### config.mk
export PLATFORM = sky130hd
export DESIGN_NAME = gate_driver_fault_state_supervisor
export DESIGN_NICKNAME = d
export VERILOG_FILES = /design/src/include/gate_sup_pkg.sv /design/src/rtl/pin_sync.sv /design/src/rtl/gate_driver_fault_state_supervisor.sv
export SDC_FILE = /design/constraint.sdc
export NUM_CORES = 1
export LEC_CHECK = 0
export BUFFER_PORTS_ARGS = -buffer_cell sky130_fd_sc_hd__buf_2
export CAP_MARGIN = 20
export CORE_ASPECT_RATIO = 1.75
export CORE_MARGIN = 2
export CORE_UTILIZATION = 41
export CTS_BUF_LIST = sky130_fd_sc_hd__clkbuf_8
export DETAILED_ROUTE_END_ITERATION = 16
export SYNTH_ARGS = -nofsm -noshare
export SYNTH_HDL_FRONTEND = slang
export SYNTH_SLANG_ARGS = --single-unit
### constraint.sdc
create_clock -name clk_sys -period 7.5 [get_ports clk_sys]
set_input_delay 0 -clock clk_sys [delete_from_list [all_inputs] [get_ports clk_sys]]
set_output_delay 0 -clock clk_sys [all_outputs]
set_load 0.02 [all_outputs]
### src/include/gate_sup_pkg.sv
// Shared constants, types and state layout of the gate driver supervisor.
// Assumes a single 10 MHz system clock; every time is converted to cycles here.
package gate_sup_pkg;

  localparam int CLK_NS = 100;
  localparam int CNT_W  = 17;
  typedef logic [CNT_W-1:0] cnt_t;

  // Times in their printed units.
  localparam int BLANK_NS    = 500;
  localparam int UV_EXTRA_NS = 700;
  localparam int OV_MIN_US   = 3;
  localparam int OV_TYP_US   = 5;
  localparam int POWER_MS    = 10;
  localparam int MOTOR_MS    = 5;
  localparam int ENLOW_MS    = 1;
  localparam int CLR_MIN_US  = 1;
  localparam int CLR_MAX_US  = 900;

  // Cycle counts: least times round up, longest times round down.
  localparam int BLANK_CYC   = (BLANK_NS + CLK_NS - 1) / CLK_NS;
  localparam int UV_CYC      = (BLANK_NS + UV_EXTRA_NS + CLK_NS - 1) / CLK_NS;
  localparam int OV_MIN_CYC  = (OV_MIN_US * 1000 + CLK_NS - 1) / CLK_NS;
  localparam int OV_TYP_CYC  = OV_TYP_US * 1000 / CLK_NS;
  localparam int OV_CYC      = (OV_TYP_CYC < OV_MIN_CYC) ? OV_MIN_CYC : OV_TYP_CYC;
  localparam int POWER_CYC   = POWER_MS * 1000000 / CLK_NS;
  localparam int MOTOR_CYC   = MOTOR_MS * 1000000 / CLK_NS;
  localparam int ENLOW_CYC   = ENLOW_MS * 1000000 / CLK_NS;
  localparam int CLR_MIN_CYC = (CLR_MIN_US * 1000 + CLK_NS - 1) / CLK_NS;
  localparam int CLR_MAX_CYC = CLR_MAX_US * 1000 / CLK_NS;

  localparam logic [1:0] SC_THR_RESET = 2'h0;
  localparam logic [2:0] PHASES_OFF   = 3'h0;

  typedef enum logic [2:0] {
    ST_POWERUP = 3'h0,
    ST_STANDBY = 3'h1,
    ST_ARMING  = 3'h3,
    ST_OPER    = 3'h2,
    ST_SLEEP   = 3'h6
  } power_state_e;

  typedef struct packed {
    logic       enable;
    logic [2:0] pwmHigh;
    logic [2:0] pwmLow;
    logic [2:0] scHigh;
    logic [2:0] scLow;
    logic       overvoltageLockout;
    logic       undervoltageLockout;
    logic       overcurrentProtection;
    logic       otherFault;
  } pins_s;

  typedef struct packed {
    logic shortCircuit;
    logic undervoltageLockout;
    logic overvoltageLockout;
    logic overcurrentProtection;
    logic other;
  } fault_s;

  localparam fault_s NO_FAULTS = '0;

  typedef struct packed {
    logic       sleep;
    logic [1:0] shortCircuitThreshold;
  } config_reg_zero_s;

  typedef struct packed {
    power_state_e state;
    fault_s       faults;
    logic [2:0]   gateHigh;
    logic [2:0]   gateLow;
    logic [1:0]   threshold;
    logic         enPrev;
    logic         scPend;
    cnt_t         blankCnt;
    cnt_t         uvCnt;
    cnt_t         ovCnt;
    cnt_t         lowCnt;
    cnt_t         seqCnt;
  } sup_state_s;

endpackage

### src/rtl/pin_sync.sv
// Three-stage synchroniser with agreement filter for asynchronous pins.
// Assumes inputs may change at any time relative to clk_sys.
`timescale 1ns/1ns
module pin_sync #(
  parameter int W = 1
) (
  // Clock and reset
  input  wire logic         clk_sys,
  input  wire logic         rst,
  // Pins and qualified levels
  input  wire logic [W-1:0] din,
  output logic      [W-1:0] dout
);

  typedef struct packed {
    logic [W-1:0] s1;
    logic [W-1:0] s2;
    logic [W-1:0] s3;
    logic [W-1:0] q;
  } sync_s;

  sync_s cur_r;
  sync_s cur_nxt;

  // The first stage feeds only the second; a level counts once stages two and three agree.
  always_comb begin
    cur_nxt    = cur_r;
    cur_nxt.s1 = din;
    cur_nxt.s2 = cur_r.s1;
    cur_nxt.s3 = cur_r.s2;
    for (int i = 0; i < W; i++) begin
      if (cur_r.s2[i] == cur_r.s3[i]) begin
        cur_nxt.q[i] = cur_r.s3[i];
      end
    end
  end

  always_ff @(posedge clk_sys or posedge rst) begin
    if (rst) begin
      cur_r <= '0;
    end else begin
      cur_r <= cur_nxt;
    end
  end

  assign dout = cur_r.q;

endmodule

### src/rtl/gate_driver_fault_state_supervisor.sv
// Power state sequencing and fault shutdown of a three-phase gate driver.
// Assumes analog comparators deliver asynchronous fault levels and the
// controller drives the enable and PWM pins; reset stands for power-up.
`timescale 1ns/1ns
// Notes on behaviour
// - Two-bit code selects short-circuit threshold, default 00.
// - Short circuit after blanking turns drivers off fast.
// - Overvoltage synchronised, drivers off after 3-5 us; drivers here go off 5.3-5.4 us after the pin rises.
// - Power-up or wake reaches standby after settling.
// - Standby to operational within variant limit.
// - Faults force gate outputs off promptly.
// - Enable low turns gates off within 250 ns; gates here go off 400-500 ns after the pin falls.
// - Sleep bit 0: standby 1 ms after enable low.
// - Sleep bit 1: sleep 1 ms after enable low.
// - Enable low pulse 1-900 us clears latched faults.
// - Undervoltage latched after blanking plus 700 ns.
module gate_driver_fault_state_supervisor #(
  parameter int POWER_CYCLES  = gate_sup_pkg::POWER_CYC,
  parameter int MOTOR_CYCLES  = gate_sup_pkg::MOTOR_CYC,
  parameter int ENLOW_CYCLES  = gate_sup_pkg::ENLOW_CYC,
  parameter int CLRMAX_CYCLES = gate_sup_pkg::CLR_MAX_CYC
) (
  // Clock and reset
  input  wire logic                           clk_sys,
  input  wire logic                           rst,
  // Asynchronous pins and comparator levels
  input  wire gate_sup_pkg::pins_s            pins,
  // Configuration from the same clock domain
  input  wire gate_sup_pkg::config_reg_zero_s configRegZero,
  // Gate drive
  output logic [2:0]                          gateHigh,
  output logic [2:0]                          gateLow,
  // Analog threshold select and status
  output logic [1:0]                          shortCircuitThreshold,
  output gate_sup_pkg::power_state_e          powerState,
  output gate_sup_pkg::fault_s                faults,
  output logic                                faultActive
);

  gate_sup_pkg::pins_s      pin;
  gate_sup_pkg::sup_state_s cur_r;
  gate_sup_pkg::sup_state_s cur_nxt;

  pin_sync #(
    .W ($bits(gate_sup_pkg::pins_s))
  ) u_pin_sync (
    .clk_sys (clk_sys),
    .rst     (rst),
    .din     (pins),
    .dout    (pin)
  );

  function automatic gate_sup_pkg::cnt_t sat_inc(input gate_sup_pkg::cnt_t c,
                                                 input int lim);
    gate_sup_pkg::cnt_t l;
    l = gate_sup_pkg::cnt_t'(lim);
    sat_inc = (c >= l) ? l : c + gate_sup_pkg::cnt_t'(1);
  endfunction

  logic                 enRise;
  logic                 clearPulse;
  logic                 lowDone;
  logic                 scRaw;
  logic                 driveOn;
  logic                 gateRise;
  gate_sup_pkg::fault_s setF;

  always_comb begin
    cur_nxt    = cur_r;
    setF       = gate_sup_pkg::NO_FAULTS;
    enRise     = pin.enable & ~cur_r.enPrev;
    cur_nxt.enPrev = pin.enable;
    cur_nxt.threshold = configRegZero.shortCircuitThreshold;

    // Enable low time decides between a fault clear and a shutdown.
    if (!pin.enable) begin
      cur_nxt.lowCnt = sat_inc(cur_r.lowCnt, ENLOW_CYCLES);
    end else begin
      cur_nxt.lowCnt = '0;
    end
    clearPulse = enRise
      && cur_r.lowCnt >= gate_sup_pkg::cnt_t'(gate_sup_pkg::CLR_MIN_CYC)
      && cur_r.lowCnt <= gate_sup_pkg::cnt_t'(CLRMAX_CYCLES);
    lowDone = !pin.enable
      && cur_r.lowCnt == gate_sup_pkg::cnt_t'(ENLOW_CYCLES - 1);

    // Undervoltage must persist past the blanking time plus margin.
    if (pin.undervoltageLockout) begin
      cur_nxt.uvCnt = sat_inc(cur_r.uvCnt, gate_sup_pkg::UV_CYC);
    end else begin
      cur_nxt.uvCnt = '0;
    end
    setF.undervoltageLockout = pin.undervoltageLockout
      && cur_r.uvCnt == gate_sup_pkg::cnt_t'(gate_sup_pkg::UV_CYC - 1);

    // Overvoltage is held off briefly so supply transients do not trip the bridge.
    if (pin.overvoltageLockout) begin
      cur_nxt.ovCnt = sat_inc(cur_r.ovCnt, gate_sup_pkg::OV_CYC);
    end else begin
      cur_nxt.ovCnt = '0;
    end
    setF.overvoltageLockout = pin.overvoltageLockout
      && cur_r.ovCnt == gate_sup_pkg::cnt_t'(gate_sup_pkg::OV_CYC - 1);

    setF.overcurrentProtection = pin.overcurrentProtection;
    setF.other                 = pin.otherFault;

    // Short-circuit comparators are only believed on a phase being driven.
    scRaw = |((pin.scHigh & cur_r.gateHigh) | (pin.scLow & cur_r.gateLow));
    if (cur_r.blankCnt != '0) begin
      cur_nxt.blankCnt = cur_r.blankCnt - gate_sup_pkg::cnt_t'(1);
      cur_nxt.scPend   = cur_r.scPend | scRaw;
    end else begin
      setF.shortCircuit = scRaw | cur_r.scPend;
      cur_nxt.scPend    = 1'b0;
    end

    // A new fault wins over a clear arriving in the same cycle.
    cur_nxt.faults = (cur_r.faults & ~{$bits(gate_sup_pkg::fault_s){clearPulse}}) | setF;

    case (cur_r.state)
      gate_sup_pkg::ST_POWERUP: begin
        cur_nxt.seqCnt = cur_r.seqCnt + gate_sup_pkg::cnt_t'(1);
        if (cur_r.seqCnt >= gate_sup_pkg::cnt_t'(POWER_CYCLES - 1)) begin
          cur_nxt.state  = gate_sup_pkg::ST_STANDBY;
          cur_nxt.seqCnt = '0;
        end
      end
      gate_sup_pkg::ST_SLEEP: begin
        cur_nxt.seqCnt = '0;
        if (pin.enable) begin
          cur_nxt.state = gate_sup_pkg::ST_POWERUP;
        end
      end
      gate_sup_pkg::ST_STANDBY: begin
        cur_nxt.seqCnt = '0;
        if (pin.enable) begin
          cur_nxt.state = gate_sup_pkg::ST_ARMING;
        end else if (lowDone && configRegZero.sleep) begin
          cur_nxt.state = gate_sup_pkg::ST_SLEEP;
        end
      end
      gate_sup_pkg::ST_ARMING: begin
        if (pin.enable) begin
          cur_nxt.seqCnt = cur_r.seqCnt + gate_sup_pkg::cnt_t'(1);
          if (cur_r.seqCnt >= gate_sup_pkg::cnt_t'(MOTOR_CYCLES - 1)) begin
            cur_nxt.state  = gate_sup_pkg::ST_OPER;
            cur_nxt.seqCnt = '0;
          end
        end else begin
          cur_nxt.seqCnt = '0;
        end
        if (lowDone) begin
          cur_nxt.state = configRegZero.sleep ? gate_sup_pkg::ST_SLEEP
                                              : gate_sup_pkg::ST_STANDBY;
        end
      end
      gate_sup_pkg::ST_OPER: begin
        cur_nxt.seqCnt = '0;
        if (lowDone) begin
          cur_nxt.state = configRegZero.sleep ? gate_sup_pkg::ST_SLEEP
                                              : gate_sup_pkg::ST_STANDBY;
        end
      end
      default: begin
        cur_nxt.state  = gate_sup_pkg::ST_POWERUP;
        cur_nxt.seqCnt = '0;
      end
    endcase

    // Gates follow PWM only while operational, enabled and fault free.
    driveOn = (cur_r.state == gate_sup_pkg::ST_OPER) && pin.enable
      && (cur_nxt.faults == gate_sup_pkg::NO_FAULTS);
    cur_nxt.gateHigh = driveOn ? pin.pwmHigh : gate_sup_pkg::PHASES_OFF;
    cur_nxt.gateLow  = driveOn ? pin.pwmLow : gate_sup_pkg::PHASES_OFF;

    // Every gate turn-on reopens the blanking window against switching spikes.
    gateRise = |((cur_nxt.gateHigh & ~cur_r.gateHigh) | (cur_nxt.gateLow & ~cur_r.gateLow));
    if (gateRise) begin
      cur_nxt.blankCnt = gate_sup_pkg::cnt_t'(gate_sup_pkg::BLANK_CYC);
    end
  end

  always_ff @(posedge clk_sys or posedge rst) begin
    if (rst) begin
      cur_r           <= '0;
      cur_r.state     <= gate_sup_pkg::ST_POWERUP;
      cur_r.threshold <= gate_sup_pkg::SC_THR_RESET;
    end else begin
      cur_r <= cur_nxt;
    end
  end

  assign gateHigh              = cur_r.gateHigh;
  assign gateLow               = cur_r.gateLow;
  assign shortCircuitThreshold = cur_r.threshold;
  assign powerState            = cur_r.state;
  assign faults                = cur_r.faults;
  assign faultActive           = cur_r.faults != gate_sup_pkg::NO_FAULTS;

endmodule

==> impl_results.md <==
* Number of synthesized register bits at 171
* Commonest non-fill, non-tap cell in the layout: dfrtp_1
* F_max at 353 MHz
* Synth Flop Type: dfrtp_1
* Vias in the first global route at 4306
* Worst hold path type: in2reg
* Cell variety after synth at 51
* Mapped Area at 6590 um2
* Clock net sink count at 171
* Row cnt at 61
* Routed wire length at 11300 um
* Final Hold Fails at 0
* Tmin final at 2.83 ns
* FF-to-FF Start: cur_r[73]$_DFFE_PP0P_
* Leak at 3.43 nW
* Clock Skews at 0.0155 ns
* I/O Buffers at 38
* Crit path arrival time at 3.12 ns
* Syn. warnings at 0
* CP endpoint kind: flip-flop
* Initial core utilization at 0.417
* Max_cap viols at 0
* Layout area overhead at 14.7%
* CTS tree: done
* CP delay by family, top: simple AND/OR/NAND/NOR gates
* Final setup violation count at 0
* Antenna fix cells at 0
* CP Class: reg2reg
* Max Slew Vio Count at 0
* Vias per inst at 5.02
* DP HPWL at 7860 um
* Clock Path Buffers at 2
* Worst-Margin Slew at 1.01 ns
* Status: completed
* Wire length per cell at 13.7 um
* First-pass GRT wire length at 19700 um
* Critical path's slowest cell: nor3_1
* Die width at 99.9 um
* Via count at 4140
* Register Area at 4280 um2
* Fillers at 1441
* Bufs and invs on worst path at 1
* Initial antenna violation count at 0
* Fin crit share at 0.377
* Core Box Area at 15800 um2
* Fin nets at 654
* RSZ-0062 raised after global routing: no
* Cts bufs inserted at 17
* Max incr delay on CP at 0.66 ns
* Number of enable flip-flop cells after synthesis at 0
* Startpoint types: flip-flop
* # DRC at 0
* HP Start: pins[7]
* H-tree Lvls at 4
* CP Cell Sequence: or4_4 > or3_1 > nor3_1 > buf_4 > nor3_1 > xnor2_1 > nor2_1
* Synth area leader: dfrtp_1
* VDD IR max at 120 uV
* Die Y at 172 um
* Most used cell, CP: nor3_1
* Syn Inst Count at 543
* Top area cells in the synthesized netlist: dfrtp_1 65%, nor2_1 3.6%, xnor2_1 3.6%
* Clock Latency Late Sink at 0.45 ns
* Setup TNS at 0 ns
* DR iter-0 viols at 174
* Sequential area share after synthesis at 0.649
* Drt pass-1 iters at 5
* Total GRT Usage at 0.145
* PwrDens at 219 nW/um2
* CTS clock-pin slew for the worst setup and hold paths at 0.08 ns
* Rel. slew slack at 0.324
* Most frequent cells in the layout: 171 x dfrtp_1, 63 x nor2_1, 38 x buf_2, 27 x xnor2_1, 27 x conb_1
* Pre-CTS setup slack at 4.67 ns
* GRT overflow at 0
* Worst Path Required at 7.79 ns
* Syn Area/Cell at 12.1 um2
* Root buffer cell: clkbuf_8
* Maximum fanout along the worst path at 7
* I/O pins at 39
* Antenna Violating Nets Remaining at 0
* GP Congestion at 0.820
* Layout cells sized above 1 at 0.126
* Multi-input gate area at 2140 um2
* Worst setup margin at 4.67 ns
* Origin of the worst setup path: cur_r[73]$_DFFE_PP0P_
* Die ar. at 17200 um2
* Largest net degree at the start of global routing at 96
* Share of the synthesized area in the top cell type at 0.649
* Async S/R FF share, synth at 1.00
path summary, 6_finish.rpt:
kind | endpoint | cells past startpoint | slack (ns)
worst max-delay path | cur_r[75]$_DFFE_PP0P_ | 7 | 4.67
worst min-delay path | u_pin_sync.cur_nxt[41]$_DFF_PP0_ | 2 | 0.19
worst max register to register | cur_r[75]$_DFFE_PP0P_ | 7 | 4.67
worst min register to register | u_pin_sync.cur_nxt[22]$_DFF_PP0_ | 0 | 0.35
max in group asynchronous | cur_r[42]$_DFF_PP0_ | 4 | 5.74
min in group asynchronous | shortCircuitThreshold[0]$_DFF_PP0_ | 3 | 0.26
cells by family (layout without fill, tap and decap cells):
family	after synthesis	in the layout	share of synthesized area
compound gates	56	56	0.0560
xor+xnor	42	42	0.0558
fa+ha+maj	26	26	0.0429
buf+inv	53	120	0.0408
flops	171	171	0.649
mux	2	2	0.00342
other cells	1	27	0.000569
simple gates	192	192	0.152
report_power, final:
group	internal, W	switching (W)	total (W)
logic	0.0000287	0.0000369	0.0000656
registers	0.000959	0.0000264	0.000985
clock network	0.000281	0.000321	0.000602
layer usage:
metal,global-route usage,part of all wire,vias to the layer above
li1,-,-,1991
met5,0,0,-
met4,0.0554,0.016,0
met2,0.259,0.54,68
met1,0.165,0.41,2068
met3,0.0402,0.030,13
state kept, by name (all words and copies together), names as in the netlist:
| signal | cells |
|---|---|
| gateLow | 3 |
| faults | 5 |
| shortCircuitThreshold | 2 |
| u_pin_sync.cur_r | 17 |
| gateHigh | 3 |
| u_pin_sync.dout | 17 |
| powerState | 3 |
| cur_r | 87 |
| u_pin_sync.cur_nxt | 34 |
final cells by class:
cell class                 count  share of cell area
clock buffer                  19              0.0346
clock inverter                13              0.0156
inverter                      26              0.0136
multi-input combinational    345               0.283
sequential                   171               0.566
tap                          189              0.0313
timing repair buffer          62              0.0559
what timing repair did:
| item | in CTS | in global routing |
|---|---|---|
| setup buffers | 0 | 0 |
| resized for setup | 0 | 0 |
| hold buffers | 21 | 0 |
| hold endpoints to repair | 115 | 0 |
synth_stat cells (2+ instances only):
library cell and n:
o2111ai_1 2, nand4_1 11, xnor2_1 27, buf_4 16, nor4b_1 2, and4_1 5, nor3_1 20, a31oi_1 3
ha_1 9, and2_1 4, nand3_1 19, nor4_1 12, a21oi_1 12, buf_2 2, xor2_1 15, maj3_1 17
nor2b_1 3, or4_1 6, nor2_1 63, o211ai_1 2, clkbuf_1 8, inv_1 26, a21o_1 4, o21ai_0 12
nand2b_1 3, dfrtp_1 171, and3_1 7, nand2_1 22, or3_1 6, o22ai_1 4, a211oi_1 3, a21boi_0 5
nor3b_1 3, mux2_2 2
stage by stage:
step                       util  cell area (um2)  hold slack (ns)  std cells  total power [W]
after floorplan               -             6690           0.0314        569          0.00104
after CTS                 0.479             7560            0.149        825          0.00168
after global placement    0.441             6970            0.107        771          0.00106
final                     0.479             7560            0.191        825          0.00165
after detailed placement  0.441             6970            0.109        772          0.00106
after global routing      0.479             7560            0.162        825          0.00174
No activity file was read; power rests on OpenSTA's default activity.
